==> src/rtl/cds_regs.vh <==
`ifndef CDS_REGS_VH
`define CDS_REGS_VH
// ----------------------------------------
// register addresses
// ----------------------------------------
`define CDS_ADDR_MISC_CONTROL_THREE 8'h21
`define CDS_ADDR_CLIP_DETECT_CTRL   8'h22
`define CDS_ADDR_CLIP_WINDOW_COUNT  8'h23
`define CDS_ADDR_CLIP_CHANNEL_FLAGS 8'h24
`define CDS_ADDR_CURRENT_LIMIT_FLAGS 8'h25
`define CDS_ADDR_MISC_CONTROL_FOUR  8'h26
`define CDS_ADDR_MISC_CONTROL_FIVE  8'h28
`define CDS_ADDR_SPREAD_ENABLE_CTRL 8'h77
`define CDS_ADDR_SPREAD_PREDIV_CTRL 8'h78
`define CDS_ADDR_SPREAD_STEP_CTRL   8'h79
// ----------------------------------------
// reset values
// ----------------------------------------
`define CDS_RST_MISC_CONTROL_THREE  8'h00
`define CDS_RST_CLIP_DETECT_CTRL    8'h01
`define CDS_RST_CLIP_WINDOW_COUNT   8'h14
`define CDS_RST_MISC_CONTROL_FOUR   8'h40
`define CDS_RST_MISC_CONTROL_FIVE   8'h0A
`define CDS_RST_SPREAD_ENABLE_CTRL  8'h00
`define CDS_RST_SPREAD_PREDIV_CTRL  8'h3F
`define CDS_RST_SPREAD_STEP_CTRL    8'h00
// ----------------------------------------
// field positions
// ----------------------------------------
`define CDS_BIT_CLIP_ENABLE         0
`define CDS_BIT_CLIP_LATCH_MODE     1
`define CDS_BIT_CLIP_PIN_ROUTE      2
`define CDS_BIT_CLEAR_FAULT         7
`define CDS_BIT_CLOCK_INVERT        3
`define CDS_HPF_MSB                 2
`define CDS_BIT_SPREAD_BW_SELECT    7
`define CDS_BIT_SPREAD_POST_DIV     6
`define CDS_BIT_PHASE_SELECT_MSB    5
`define CDS_BIT_SPREAD_ENABLE       7
`define CDS_PREDIV_MSB              6
`endif

==> src/rtl/cds_clip_counter.v <==
`timescale 1ns/1ps
// ----------------------------------------
// per-channel full-duty run counter
// ----------------------------------------
module cds_clip_counter #(
  parameter WIDTH = 8
) (
  input  wire             clk_sys_i,
  input  wire             reset_n_i,
  input  wire             enable_i,
  input  wire             cycle_end_i,
  input  wire             full_duty_i,
  input  wire [WIDTH-1:0] window_i,
  output reg              clip_o
);
  reg [WIDTH-1:0] run_count;
  reg             enable_q;

  always @(posedge clk_sys_i) begin
    if (!reset_n_i) begin
      run_count <= {WIDTH{1'b0}};
      enable_q  <= 1'b0;
      clip_o    <= 1'b0;
    end else begin
      enable_q <= enable_i;
      if (!enable_i || !enable_q) begin
        // fresh start whenever detection is (re)enabled
        run_count <= {WIDTH{1'b0}};
        clip_o    <= 1'b0;
      end else if (cycle_end_i) begin
        if (!full_duty_i) begin
          run_count <= {WIDTH{1'b0}};
          clip_o    <= 1'b0;
        end else begin
          // saturate so a long clip never wraps back to idle
          if (run_count != {WIDTH{1'b1}})
            run_count <= run_count + 1'b1;
          if (run_count + 1'b1 >= window_i)
            clip_o <= 1'b1;
        end
      end
    end
  end
endmodule

==> src/rtl/cds_clip_spread_regs.v <==
`timescale 1ns/1ps
`include "cds_regs.vh"
// Functional notes
// - clip detection runs only while enable set
// - latch bit 0 latches, 1 follows live
// - route bit 0 sends both channels to warning
// - clip after window count of full-duty cycles
// - read-only per-channel clip flags
// - read-only per-channel current-limit flags
// - clock-inversion bit marks inverted clock phase
// - three-bit highpass corner select, default zero
// - phase select msb from control five
// - spread enable bit turns modulation on
// - seven-bit pre-divider drives spread generator
// - eight-bit spread frequency step field
// - clear-fault write clears latched faults
module cds_clip_spread_regs #(
  parameter WINDOW_WIDTH = 8
) (
  input  wire       clk_sys_i,
  input  wire       reset_n_i,
  input  wire [7:0] reg_addr_i,
  input  wire [7:0] reg_wdata_i,
  input  wire       reg_write_i,
  output reg  [7:0] reg_rdata_o,
  input  wire [1:0] pwm_cycle_end_i,
  input  wire [1:0] pwm_full_duty_i,
  input  wire [1:0] current_limit_i,
  input  wire [1:0] phase_select_low_i,
  output wire       clip_warning_o,
  output wire       clip_warning_n_o,
  output wire       clear_fault_o,
  output wire       bit_clock_phase_invert_o,
  output wire [2:0] highpass_corner_select_o,
  output wire       spread_bandwidth_select_o,
  output wire       spread_post_divider_o,
  output wire [2:0] phase_select_o,
  output wire       spread_enable_o,
  output wire [6:0] spread_prediv_o,
  output wire [7:0] spread_step_o
);
  // ----------------------------------------
  // local constants
  // ----------------------------------------
  // only the three writable clip-control bits are stored
  localparam [7:0] CLIP_CTRL_RST = `CDS_RST_CLIP_DETECT_CTRL;

  // ----------------------------------------
  // control registers
  // ----------------------------------------
  reg  [7:0] misc_control_three;
  reg  [2:0] clip_detect_ctrl;
  reg  [7:0] clip_window_count;
  reg  [7:0] misc_control_four;
  reg  [7:0] misc_control_five;
  reg  [7:0] spread_enable_ctrl;
  reg  [7:0] spread_prediv_ctrl;
  reg  [7:0] spread_step_ctrl;

  // ----------------------------------------
  // status and flag state
  // ----------------------------------------
  reg  [1:0] limit_meta;
  reg  [1:0] current_limit_flags;
  reg  [1:0] clip_latched;
  reg        warn_latched;
  reg  [1:0] next_clip_latched;
  reg        next_warn_latched;
  wire [1:0] clip_live;
  wire       clip_enable;
  wire       clip_latch_mode;
  wire       clear_fault_pulse;
  wire       warn_live;

  // ----------------------------------------
  // write decode
  // ----------------------------------------
  wire       wr_misc_three;
  wire       wr_clip_ctrl;
  wire       wr_clip_window;
  wire       wr_misc_four;
  wire       wr_misc_five;
  wire       wr_spread_enable;
  wire       wr_spread_prediv;
  wire       wr_spread_step;

  // status addresses get no select, so host writes there fall away
  assign wr_misc_three    = reg_write_i && (reg_addr_i == `CDS_ADDR_MISC_CONTROL_THREE);
  assign wr_clip_ctrl     = reg_write_i && (reg_addr_i == `CDS_ADDR_CLIP_DETECT_CTRL);
  assign wr_clip_window   = reg_write_i && (reg_addr_i == `CDS_ADDR_CLIP_WINDOW_COUNT);
  assign wr_misc_four     = reg_write_i && (reg_addr_i == `CDS_ADDR_MISC_CONTROL_FOUR);
  assign wr_misc_five     = reg_write_i && (reg_addr_i == `CDS_ADDR_MISC_CONTROL_FIVE);
  assign wr_spread_enable = reg_write_i && (reg_addr_i == `CDS_ADDR_SPREAD_ENABLE_CTRL);
  assign wr_spread_prediv = reg_write_i && (reg_addr_i == `CDS_ADDR_SPREAD_PREDIV_CTRL);
  assign wr_spread_step   = reg_write_i && (reg_addr_i == `CDS_ADDR_SPREAD_STEP_CTRL);

  assign clip_enable       = clip_detect_ctrl[`CDS_BIT_CLIP_ENABLE];
  assign clip_latch_mode   = clip_detect_ctrl[`CDS_BIT_CLIP_LATCH_MODE];
  assign clear_fault_pulse = wr_misc_three && reg_wdata_i[`CDS_BIT_CLEAR_FAULT];

  // ----------------------------------------
  // clear-fault register
  // ----------------------------------------
  always @(posedge clk_sys_i) begin
    if (!reset_n_i) begin
      misc_control_three <= `CDS_RST_MISC_CONTROL_THREE;
    end else if (wr_misc_three) begin
      misc_control_three <= reg_wdata_i;
    end
  end

  // ----------------------------------------
  // clip control and window
  // ----------------------------------------
  always @(posedge clk_sys_i) begin
    if (!reset_n_i) begin
      clip_detect_ctrl <= CLIP_CTRL_RST[2:0];
    end else if (wr_clip_ctrl) begin
      // reserved upper bits are dropped, so they read back as zero
      clip_detect_ctrl <= reg_wdata_i[2:0];
    end
  end

  always @(posedge clk_sys_i) begin
    if (!reset_n_i) begin
      clip_window_count <= `CDS_RST_CLIP_WINDOW_COUNT;
    end else if (wr_clip_window) begin
      clip_window_count <= reg_wdata_i;
    end
  end

  // ----------------------------------------
  // miscellaneous controls
  // ----------------------------------------
  always @(posedge clk_sys_i) begin
    if (!reset_n_i) begin
      misc_control_four <= `CDS_RST_MISC_CONTROL_FOUR;
    end else if (wr_misc_four) begin
      misc_control_four <= reg_wdata_i;
    end
  end

  always @(posedge clk_sys_i) begin
    if (!reset_n_i) begin
      misc_control_five <= `CDS_RST_MISC_CONTROL_FIVE;
    end else if (wr_misc_five) begin
      misc_control_five <= reg_wdata_i;
    end
  end

  // ----------------------------------------
  // spread-spectrum controls
  // ----------------------------------------
  always @(posedge clk_sys_i) begin
    if (!reset_n_i) begin
      spread_enable_ctrl <= `CDS_RST_SPREAD_ENABLE_CTRL;
    end else if (wr_spread_enable) begin
      spread_enable_ctrl <= reg_wdata_i;
    end
  end

  always @(posedge clk_sys_i) begin
    if (!reset_n_i) begin
      spread_prediv_ctrl <= `CDS_RST_SPREAD_PREDIV_CTRL;
    end else if (wr_spread_prediv) begin
      spread_prediv_ctrl <= reg_wdata_i;
    end
  end

  always @(posedge clk_sys_i) begin
    if (!reset_n_i) begin
      spread_step_ctrl <= `CDS_RST_SPREAD_STEP_CTRL;
    end else if (wr_spread_step) begin
      spread_step_ctrl <= reg_wdata_i;
    end
  end

  // ----------------------------------------
  // clip detection per channel
  // ----------------------------------------
  cds_clip_counter #(.WIDTH(WINDOW_WIDTH)) u_clip_ch1 (
    .clk_sys_i   (clk_sys_i),
    .reset_n_i   (reset_n_i),
    .enable_i    (clip_enable),
    .cycle_end_i (pwm_cycle_end_i[0]),
    .full_duty_i (pwm_full_duty_i[0]),
    .window_i    (clip_window_count[WINDOW_WIDTH-1:0]),
    .clip_o      (clip_live[0])
  );

  cds_clip_counter #(.WIDTH(WINDOW_WIDTH)) u_clip_ch2 (
    .clk_sys_i   (clk_sys_i),
    .reset_n_i   (reset_n_i),
    .enable_i    (clip_enable),
    .cycle_end_i (pwm_cycle_end_i[1]),
    .full_duty_i (pwm_full_duty_i[1]),
    .window_i    (clip_window_count[WINDOW_WIDTH-1:0]),
    .clip_o      (clip_live[1])
  );

  // ----------------------------------------
  // current-limit synchroniser
  // ----------------------------------------
  always @(posedge clk_sys_i) begin
    if (!reset_n_i) begin
      limit_meta          <= 2'h0;
      current_limit_flags <= 2'h0;
    end else begin
      // limit inputs come from the analog side, so synchronise them
      limit_meta          <= current_limit_i;
      current_limit_flags <= limit_meta;
    end
  end

  // ----------------------------------------
  // latched clip flags
  // ----------------------------------------
  // a new clip in the clear cycle wins over the clear
  always @* begin
    next_clip_latched = clip_latched;
    next_warn_latched = warn_latched;
    if (clear_fault_pulse) begin
      next_clip_latched = 2'h0;
      next_warn_latched = 1'b0;
    end
    next_clip_latched = next_clip_latched | clip_live;
    next_warn_latched = next_warn_latched | warn_live;
  end

  always @(posedge clk_sys_i) begin
    if (!reset_n_i) begin
      clip_latched <= 2'h0;
      warn_latched <= 1'b0;
    end else begin
      clip_latched <= next_clip_latched;
      warn_latched <= next_warn_latched;
    end
  end

  // ----------------------------------------
  // warning output and status views
  // ----------------------------------------
  wire [1:0] clip_flags_view;
  wire [1:0] limit_flags_view;

  // routing value 1 is reserved; both channels are reported either way
  assign warn_live        = |clip_live;
  assign clip_warning_o   = clip_latch_mode ? warn_live : warn_latched;
  assign clip_warning_n_o = ~clip_warning_o;
  assign clear_fault_o    = clear_fault_pulse;
  // flags follow the same latch choice as the warning pin
  assign clip_flags_view  = clip_latch_mode ? clip_live : clip_latched;
  assign limit_flags_view = current_limit_flags;

  // ----------------------------------------
  // outputs to the rest of the amplifier
  // ----------------------------------------
  wire       clock_invert_field;
  wire [2:0] corner_field;
  wire       bw_select_field;
  wire       post_div_field;
  wire       phase_msb_field;
  wire       spread_on_field;
  wire [6:0] prediv_field;
  wire [7:0] step_field;

  assign clock_invert_field = misc_control_four[`CDS_BIT_CLOCK_INVERT];
  assign corner_field       = misc_control_four[`CDS_HPF_MSB:0];
  assign bw_select_field    = misc_control_five[`CDS_BIT_SPREAD_BW_SELECT];
  assign post_div_field     = misc_control_five[`CDS_BIT_SPREAD_POST_DIV];
  assign phase_msb_field    = misc_control_five[`CDS_BIT_PHASE_SELECT_MSB];
  assign spread_on_field    = spread_enable_ctrl[`CDS_BIT_SPREAD_ENABLE];
  assign prediv_field       = spread_prediv_ctrl[`CDS_PREDIV_MSB:0];
  assign step_field         = spread_step_ctrl;

  // the pwm timing consumes these as plain levels
  assign bit_clock_phase_invert_o  = clock_invert_field;
  assign highpass_corner_select_o  = corner_field;
  assign spread_bandwidth_select_o = bw_select_field;
  assign spread_post_divider_o     = post_div_field;
  assign phase_select_o            = {phase_msb_field, phase_select_low_i};
  assign spread_enable_o           = spread_on_field;
  assign spread_prediv_o           = prediv_field;
  assign spread_step_o             = step_field;

  // ----------------------------------------
  // read mux
  // ----------------------------------------
  always @* begin
    case (reg_addr_i)
      `CDS_ADDR_MISC_CONTROL_THREE: reg_rdata_o = misc_control_three;
      `CDS_ADDR_CLIP_DETECT_CTRL:   reg_rdata_o = {5'h00, clip_detect_ctrl};
      `CDS_ADDR_CLIP_WINDOW_COUNT:  reg_rdata_o = clip_window_count;
      `CDS_ADDR_CLIP_CHANNEL_FLAGS: reg_rdata_o = {6'h00, clip_flags_view};
      `CDS_ADDR_CURRENT_LIMIT_FLAGS: reg_rdata_o = {6'h00, limit_flags_view};
      `CDS_ADDR_MISC_CONTROL_FOUR:  reg_rdata_o = misc_control_four;
      `CDS_ADDR_MISC_CONTROL_FIVE:  reg_rdata_o = misc_control_five;
      `CDS_ADDR_SPREAD_ENABLE_CTRL: reg_rdata_o = spread_enable_ctrl;
      `CDS_ADDR_SPREAD_PREDIV_CTRL: reg_rdata_o = spread_prediv_ctrl;
      `CDS_ADDR_SPREAD_STEP_CTRL:   reg_rdata_o = spread_step_ctrl;
      default:                      reg_rdata_o = 8'h00;
    endcase
  end
endmodule

==> config.mk <==
export PLATFORM = sky130hd
export DESIGN_NAME = cds_clip_spread_regs
export DESIGN_NICKNAME = d
export VERILOG_FILES = /design/src/rtl/cds_clip_counter.v /design/src/rtl/cds_clip_spread_regs.v
export VERILOG_INCLUDE_DIRS = /design/src /design/src/rtl
export SDC_FILE = /design/constraint.sdc
export NUM_CORES = 1
export LEC_CHECK = 0
export ABC_AREA = 0
export BUFFER_PORTS_ARGS = -buffer_cell sky130_fd_sc_hd__clkbuf_2
export CORE_MARGIN = 2
export CORE_UTILIZATION = 36
export CTS_CLUSTER_DIAMETER = 30
export DETAILED_ROUTE_END_ITERATION = 12
export RECOVER_POWER = 50
export SYNTH_ARGS = -nofsm -noshare
export SYNTH_HDL_FRONTEND = slang
export SYNTH_SLANG_ARGS = --single-unit
==> constraint.sdc <==
create_clock -name clk_sys_i -period 9.06 [get_ports clk_sys_i]
set_clock_uncertainty 0.15 [all_clocks]
set_input_delay 2.265 -clock clk_sys_i [delete_from_list [all_inputs] [get_ports clk_sys_i]]
set_output_delay 2.265 -clock clk_sys_i [all_outputs]
set_load 0.01 [all_outputs]
==> results of run 1 <==
routing by layer:
metal	up-vias	GRT usage (%)	wire length [um]
met3	15	4.02	478
li1	1888	-	-
met5	-	0	0
met2	90	25.7	5230
met4	0	6.48	187
met1	1828	23.2	5740
metrics by stage:
stage	hold slack, ns	power (mW)	setup slack, ns
floorplan	0.262	0.417	2.83
global placement	0.301	0.431	2.39
detailed placement	0.306	0.432	2.35
CTS	0.322	0.811	2.33
global route	0.345	0.829	2.25
finish	0.319	0.801	2.30
cell type report:
class | count | area (um2) | share of cell area (%)
Clock buffer | 11 | 243 | 4.65
Timing Repair Buffer | 60 | 273 | 5.23
Multi-Input combinational cell | 381 | 2670 | 51.3
Inverter | 13 | 48.8 | 0.936
Tap cell | 172 | 215 | 4.13
Sequential cell | 85 | 1700 | 32.6
Clock inverter | 5 | 60.1 | 1.15
state kept, by name (all words and copies together), names as in the netlist, 2 cells and up:
name	count
clip_detect_ctrl	3
clip_latched	2
clip_window_count	8
current_limit_flags	2
limit_meta	2
misc_control_five	8
misc_control_four	8
misc_control_three	8
spread_enable_ctrl	8
spread_prediv_ctrl	8
spread_step_o	8
u_clip_ch1.run_count	8
u_clip_ch2.run_count	8
cells in the mapped netlist (all sizes together) (9+ instances only):
cell	count
nand2	54
nor2b	40
nor2	28
o21ai	9
a21oi	16
clkbuf	22
nand3	41
mux2i	52
dfxtp	85
ha	18
inv	13
buf	23
a21boi	15
power by group through the flow:
| stage | Sequential [mW] | Combinational [mW] | Clock [mW] |
|---|---|---|---|
| 2_1_floorplan | 0.385 | 0.0323 | 0 |
| 3_3_place_gp | 0.385 | 0.0455 | 0 |
| 3_5_place_dp | 0.385 | 0.0465 | 0 |
| 5_1_grt | 0.377 | 0.0513 | 0.401 |
| 6_report | 0.377 | 0.0469 | 0.377 |
| 4_1_cts | 0.377 | 0.0466 | 0.387 |
tightest hold or removal path, stage by stage (launching register included):
cell and delay [ns]:
dfxtp_1 0.31, nand2_1 0.05, a21boi_0 0.06
cell families (layout without fill, tap and decap cells):
| family | after synthesis | count (layout) |
|---|---|---|
| AND/OR/NAND/NOR | 200 | 200 |
| XOR/XNOR | 12 | 12 |
| AO/OA/AOI/OAI | 93 | 93 |
| multiplexers | 58 | 58 |
| adder cells (fa/ha/maj) | 18 | 18 |
| buffers and inverters | 58 | 89 |
| flip-flops | 85 | 85 |
worst paths after layout:
| path | startpoint | to | slack, ns | depth (start not counted) |
|---|---|---|---|---|
| worst max-delay path | reg_addr_i[6] | reg_rdata_o[7] | 2.30 | 7 |
| worst min-delay path | warn_latched | warn_latched | 0.32 | 2 |
| worst max register to register | u_clip_ch1.run_count[0] | u_clip_ch1.clip_o | 6.37 | 10 |
| worst min register to register | warn_latched | warn_latched | 0.32 | 2 |
==> metrics.txt, run 1 <==
# TYPE chip_impl_metric gauge
chip_impl_info{name="outcome",value="finished with violations"} 1
chip_impl_info{name="violations",value="max-capacitance violations, max-slew violations"} 1
chip_impl_metric{name="drc",unit=""} 0
chip_impl_metric{name="postSynthCellCount",unit=""} 524
chip_impl_metric{name="route.final.wire_length",unit="um"} 11600
chip_impl_metric{name="post_synth_simple_gate_area",unit="%"} 22.7
chip_impl_metric{name="portBuffers",unit=""} 58
chip_impl_metric{name="finalCriticalPeriod",unit="ns"} 6.76
chip_impl_metric{name="switching_share",unit="%"} 23.4
chip_impl_metric{name="p_clk_share",unit="%"} 47.1
chip_impl_info{name="yosys_most_used_dff",value="dfxtp_1"} 1
chip_impl_metric{name="clk_pin_slew",unit="ns"} 0.06
chip_impl_metric{name="final.fill_count",unit=""} 1301
chip_impl_metric{name="avgViaCountPerCell",unit=""} 5.26
chip_impl_metric{name="drt-pass1-iter-count",unit=""} 5
chip_impl_info{name="unrepaired_setup_endpoints_after_global_routing",value="false"} 1
chip_impl_metric{name="synthesized_cell_area",unit="um2"} 4670
chip_impl_metric{name="grt-ovfl-total",unit=""} 0
chip_impl_info{name="biggest_area_contributors_in_the_synthesized_netlist",value="dfxtp_1 36%, mux2i_1 11%, nor2b_1 5.4%"} 1
chip_impl_metric{name="clkSinkCount",unit=""} 85
chip_impl_metric{name="numPlacedInstances",unit=""} 711
chip_impl_metric{name="post_cts_buffers",unit=""} 0
chip_impl_metric{name="power.combinational.fraction",unit="%"} 5.9
chip_impl_metric{name="first_pass_grt_wire_length",unit="um"} 18800
chip_impl_info{name="synth_top_cell_by_area",value="dfxtp_1"} 1
chip_impl_info{name="critPathTopFamily",value="simple AND/OR/NAND/NOR gates"} 1
chip_impl_metric{name="antenna_found_initial",unit=""} 0
chip_impl_info{name="worst_setup_path_end_kind",value="output pin"} 1
chip_impl_metric{name="worstPathArrival",unit="ns"} 4.35
chip_impl_metric{name="synthDominantCellAreaShare",unit="%"} 36.4
chip_impl_metric{name="worst_skew_pair.late_latency",unit="ns"} 0.35
chip_impl_metric{name="critPathMaxStageDelay",unit="ns"} 0.70
chip_impl_metric{name="ys_async_sr_fraction",unit="%"} 0
chip_impl_metric{name="hold_viol",unit=""} 0
chip_impl_metric{name="power.leakage",unit="nW"} 2.25
chip_impl_metric{name="drive_above_1_share",unit="%"} 12.3
chip_impl_metric{name="sw_power",unit="mW"} 0.187
chip_impl_metric{name="gr-usage-all-layers",unit="%"} 16.9
chip_impl_info{name="critical_path.cell_chain",value="clkbuf_2 -> or4b_4 -> nor3_4 -> a32o_1 -> a222oi_1 -> a21bo_2 -> clkbuf_2"} 1
chip_impl_metric{name="die_height",unit="um"} 118
chip_impl_metric{name="netlist-cell-type-count",unit=""} 60
chip_impl_metric{name="post_synth.cell_area_avg",unit="um2"} 8.91
chip_impl_metric{name="setup_viol",unit=""} 0
chip_impl_metric{name="final_design_area_no_fill",unit="um2"} 5220
chip_impl_metric{name="globalplace.congestion",unit=""} 0.815
chip_impl_info{name="cts_root_buffer",value="clkbuf_16"} 1
chip_impl_metric{name="number_of_flops_mapped_to_enable_cells_by_yosys",unit=""} 0
chip_impl_metric{name="num_antenna_cells",unit=""} 0
chip_impl_metric{name="worst-endpoint-required",unit="ns"} 6.65
chip_impl_metric{name="yosysWarningCount",unit=""} 0
chip_impl_info{name="cts_tree",value="yes"} 1
chip_impl_metric{name="vias_in_the_first_global_route",unit=""} 3655
chip_impl_info{name="worstSetupPathType",value="input pin to output pin"} 1
chip_impl_metric{name="finish.cell_count_without_fillers",unit=""} 727
chip_impl_metric{name="internal-power",unit="mW"} 0.614
chip_impl_info{name="critical_path.most_common_cell",value="clkbuf_2"} 1
chip_impl_metric{name="cp.buffers_inverters",unit=""} 2
chip_impl_metric{name="htree_num_levels",unit=""} 3
chip_impl_metric{name="fp.coreArea",unit="um2"} 12600
chip_impl_info{name="timing.critical_path.slowest_stage_cell",value="nor3_4"} 1
chip_impl_metric{name="worst_pin_slew",unit="ns"} 2.33
chip_impl_metric{name="power.ir.vdd_worst",unit="mV"} 0.0822
chip_impl_metric{name="maxClockFrequency",unit="MHz"} 148
chip_impl_metric{name="finalNetCount",unit=""} 595
chip_impl_metric{name="synth_compound_gate_area_share",unit="%"} 14.9
chip_impl_metric{name="cellPowerDensity",unit="nW/um2"} 154
chip_impl_metric{name="standard_cell_rows",unit=""} 41
chip_impl_info{name="layout_common_cells",value="85 x dfxtp_1, 54 x nand2_1, 52 x mux2i_1, 40 x nor2b_1, 39 x nand3_1"} 1
chip_impl_info{name="hold_path.class",value="register to register"} 1
chip_impl_metric{name="design.die.area",unit="um2"} 13900
chip_impl_metric{name="grt_start_max_net_pins",unit=""} 68
chip_impl_metric{name="tritoncts.num_buffers",unit=""} 9
chip_impl_metric{name="timing_max_transition_violations_final",unit=""} 68
chip_impl_metric{name="sequential_share_of_the_synthesized_area",unit="%"} 36.4
chip_impl_metric{name="cts_buffer_depth",unit=""} 2
chip_impl_metric{name="post_synth_mux_area_share",unit="%"} 12.6
chip_impl_metric{name="max_cap_viol_count",unit=""} 1
chip_impl_metric{name="num_vias",unit=""} 3821
chip_impl_metric{name="drt.antenna.violating_nets",unit=""} 0
chip_impl_metric{name="wl_per_cell",unit="um"} 16.0
chip_impl_metric{name="share_seq_of_total_power",unit="%"} 47.0
chip_impl_metric{name="final_design_utilization",unit="%"} 41.3
chip_impl_metric{name="die_x",unit="um"} 118
chip_impl_metric{name="maxSlewHeadroom",unit="%"} -55.4
chip_impl_info{name="dominant_combinational_cell_family_by_area_after_synthesis",value="simple AND/OR/NAND/NOR gates"} 1
chip_impl_metric{name="yosys.area_share.adder",unit="%"} 4.82
chip_impl_metric{name="final.period_utilization",unit="%"} 74.7
chip_impl_metric{name="synth_seq_cells",unit=""} 85
chip_impl_metric{name="post_cts_resize_count",unit=""} 0
chip_impl_metric{name="finalSetupTns",unit="ns"} 0
chip_impl_metric{name="synthToLayoutAreaGrowth",unit="%"} 11.7
chip_impl_metric{name="path_max_fanout",unit=""} 18
chip_impl_metric{name="dpl.hpwl",unit="um"} 8370
chip_impl_metric{name="floorplan.io_pins",unit=""} 63
chip_impl_metric{name="yosys.area_share.xor_xnor",unit="%"} 2.25
chip_impl_metric{name="placed_area",unit="um2"} 4940
chip_impl_metric{name="initialDrtViolationCount",unit=""} 345
chip_impl_info{name="timing.critical_path.from_type",value="input pin"} 1
chip_impl_info{name="layout_commonest_cell",value="dfxtp_1"} 1
chip_impl_metric{name="floorplan.initialDensity",unit="%"} 37.0
chip_impl_metric{name="synth_nets",unit=""} 569
chip_impl_metric{name="cts_hold_buffers",unit=""} 0
Note: power is estimated with default switching activity, not from simulation.
==> run 2: changes to the inputs <==
clock period = 6.36 ns   (was 9.06 ns; I/O delays follow)
==> run 2 against run 1 <==
Compared with the run above: the flow still finishes with violations (max-capacitance violations, max-slew violations); register-to-register slack got worse by 2.7 ns; clock power rose by 41%; die area did not move; via count rose by 0.13%; combinational power rose by 43%; wire length rose by 0.13%; sequential share of layout area barely moved; total power rose by 42%; sequential cell count did not move.
==> metrics.txt, run 2 (synthesis gave the netlist of run 1 again) <==
# TYPE chip_impl_metric gauge
chip_impl_metric{name="htree_num_levels",unit=""} 3
chip_impl_metric{name="path_max_fanout",unit=""} 7
chip_impl_info{name="timing.critical_path.from_type",value="input pin"} 1
chip_impl_metric{name="drc",unit=""} 0
chip_impl_metric{name="vias_in_the_first_global_route",unit=""} 3711
chip_impl_metric{name="maxSlewHeadroom",unit="%"} -57.1
chip_impl_metric{name="dpl.hpwl",unit="um"} 8410
chip_impl_metric{name="clkSinkCount",unit=""} 85
chip_impl_info{name="outcome",value="finished with violations"} 1
chip_impl_metric{name="floorplan.initialDensity",unit="%"} 37.0
chip_impl_metric{name="num_vias",unit=""} 3826
chip_impl_metric{name="drt.antenna.violating_nets",unit=""} 0
chip_impl_metric{name="critPathMaxStageDelay",unit="ns"} 0.60
chip_impl_info{name="rr_endpoint",value="u_clip_ch2.clip_o"} 1
chip_impl_info{name="critical_path.cell_chain",value="clkbuf_2 -> or4b_4 -> nor2_1 -> a22o_4 -> a22oi_1 -> o211ai_2 -> clkbuf_2"} 1
chip_impl_metric{name="portBuffers",unit=""} 58
chip_impl_metric{name="r2r_cell_count",unit=""} 9
chip_impl_info{name="cts_tree",value="yes"} 1
chip_impl_info{name="worst_hold_path.endpoint",value="current_limit_flags[0]"} 1
chip_impl_metric{name="final.period_utilization",unit="%"} 82.1
chip_impl_metric{name="standard_cell_rows",unit=""} 41
chip_impl_metric{name="wl_per_cell",unit="um"} 16.0
chip_impl_metric{name="synthToLayoutAreaGrowth",unit="%"} 11.6
chip_impl_metric{name="setup_viol",unit=""} 0
chip_impl_metric{name="worst_skew_pair.late_latency",unit="ns"} 0.34
chip_impl_metric{name="worst_pin_slew",unit="ns"} 2.36
chip_impl_metric{name="die_height",unit="um"} 118
chip_impl_metric{name="grt_start_max_net_pins",unit=""} 68
chip_impl_metric{name="detailedPlace.worstSlack",unit="ns"} 1.18
chip_impl_info{name="unrepaired_setup_endpoints_after_global_routing",value="false"} 1
chip_impl_metric{name="maxClockFrequency",unit="MHz"} 192
chip_impl_metric{name="route.final.wire_length",unit="um"} 11600
chip_impl_metric{name="power.leakage",unit="nW"} 2.25
chip_impl_metric{name="grt-ovfl-total",unit=""} 0
chip_impl_info{name="layout_commonest_cell",value="dfxtp_1"} 1
chip_impl_metric{name="hold_depth",unit=""} 1
chip_impl_info{name="regToRegStartpoint",value="u_clip_ch2.run_count[0]"} 1
chip_impl_metric{name="post_cts_resize_count",unit=""} 0
chip_impl_metric{name="gr-usage-all-layers",unit="%"} 17.0
chip_impl_metric{name="clk_pin_slew",unit="ns"} 0.06
chip_impl_metric{name="finalCriticalPeriod",unit="ns"} 5.22
chip_impl_metric{name="finalNetCount",unit=""} 596
chip_impl_metric{name="cp.buffers_inverters",unit=""} 2
chip_impl_info{name="layout_common_cells",value="85 x dfxtp_1, 54 x nand2_1, 52 x mux2i_1, 40 x nor2b_1, 39 x nand3_1"} 1
chip_impl_info{name="cts_root_buffer",value="clkbuf_16"} 1
chip_impl_metric{name="antenna_found_initial",unit=""} 0
chip_impl_metric{name="drt-pass1-iter-count",unit=""} 5
chip_impl_metric{name="totalPowerFinal",unit="mW"} 1.13
chip_impl_metric{name="drive_above_1_share",unit="%"} 12.1
chip_impl_info{name="timing.critical_path.slowest_stage_cell",value="or4b_4"} 1
chip_impl_metric{name="cellPowerDensity",unit="nW/um2"} 217
chip_impl_metric{name="hold_viol",unit=""} 0
chip_impl_metric{name="timing_max_transition_violations_final",unit=""} 68
chip_impl_metric{name="avgViaCountPerCell",unit=""} 5.26
chip_impl_metric{name="max_cap_viol_count",unit=""} 1
chip_impl_metric{name="worstPathArrival",unit="ns"} 3.48
chip_impl_info{name="critical_path.most_common_cell",value="clkbuf_2"} 1
chip_impl_metric{name="initialDrtViolationCount",unit=""} 265
chip_impl_info{name="hold_path.class",value="register to register"} 1
chip_impl_metric{name="fp.coreArea",unit="um2"} 12600
chip_impl_metric{name="regToRegSetupSlack",unit="ns"} 3.72
chip_impl_metric{name="worst_slack",unit="ns"} 1.14
chip_impl_metric{name="num_antenna_cells",unit=""} 0
chip_impl_metric{name="power.ir.vdd_worst",unit="mV"} 0.125
chip_impl_metric{name="globalplace.congestion",unit=""} 0.845
chip_impl_metric{name="design.die.area",unit="um2"} 13900
chip_impl_metric{name="finalSetupTns",unit="ns"} 0
chip_impl_metric{name="die_x",unit="um"} 118
chip_impl_info{name="critPathTopFamily",value="simple AND/OR/NAND/NOR gates"} 1
chip_impl_metric{name="floorplan.io_pins",unit=""} 63
chip_impl_metric{name="first_pass_grt_wire_length",unit="um"} 19000
chip_impl_metric{name="worst-endpoint-required",unit="ns"} 4.62
chip_impl_info{name="worst_min_path_start",value="limit_meta[0]"} 1
chip_impl_metric{name="post_cts_buffers",unit=""} 0
chip_impl_info{name="worstSetupPathType",value="input pin to output pin"} 1
chip_impl_metric{name="cts_hold_buffers",unit=""} 0
chip_impl_metric{name="cts_buffer_depth",unit=""} 2
chip_impl_info{name="violations",value="max-capacitance violations, max-slew violations"} 1
chip_impl_info{name="worst_setup_path_end_kind",value="output pin"} 1
chip_impl_metric{name="tritoncts.num_buffers",unit=""} 9
## run 2: changes by cell type in the layout (fill, tap and decap cells not counted), sizes merged
cell    previous run  this run
clkinv             3         1
buf                2         3
clkbuf            69        70
## run 2: how the worst max path moves through the flow
stage,cells past startpoint,slack (ns),from,endpoint
floorplan,7,1.48,reg_addr_i[7],reg_rdata_o[2]
global placement,7,1.20,reg_addr_i[1],reg_rdata_o[7]
detailed placement,7,1.18,reg_addr_i[1],reg_rdata_o[7]
CTS,7,1.18,reg_addr_i[1],reg_rdata_o[7]
global route,7,1.06,reg_addr_i[1],reg_rdata_o[6]
finish,7,1.14,reg_addr_i[6],reg_rdata_o[2]
## run 2: metrics by stage
stage	std cells	cell area, um2	utilization, %	hold WS, ns
after floorplan	524	4670	-	0.262
after global placement	712	4950	39.2	0.295
after detailed placement	712	4950	39.2	0.290
after CTS	727	5250	41.6	0.306
after global routing	727	5210	41.3	0.339
final	727	5210	41.3	0.311
## run 2: final cells by class
type / count / area [um2]
fillers: 1284 / 7410
multi-input cells: 381 / 2670
flip-flops and latches: 85 / 1700
repair buffers: 61 / 280
clock buffers: 12 / 246
well taps: 172 / 215
inverters: 13 / 48.8
clock inverters: 3 / 46.3
## run 2: per-layer routing
metal	GRT usage, %	share of wire [%]	vias to the layer above
met5	0	0	-
li1	-	-	1896
met1	24.0	50	1817
met2	25.1	43	95
met4	7.91	2.2	0
met3	2.86	4.3	18
## run 2: power breakdown
part	leakage [nW]	switching, mW	internal [mW]	total, mW
sequential	0.686	0.00180	0.535	0.537
clock	0.139	0.216	0.314	0.530
combinational	1.42	0.0437	0.0236	0.0673
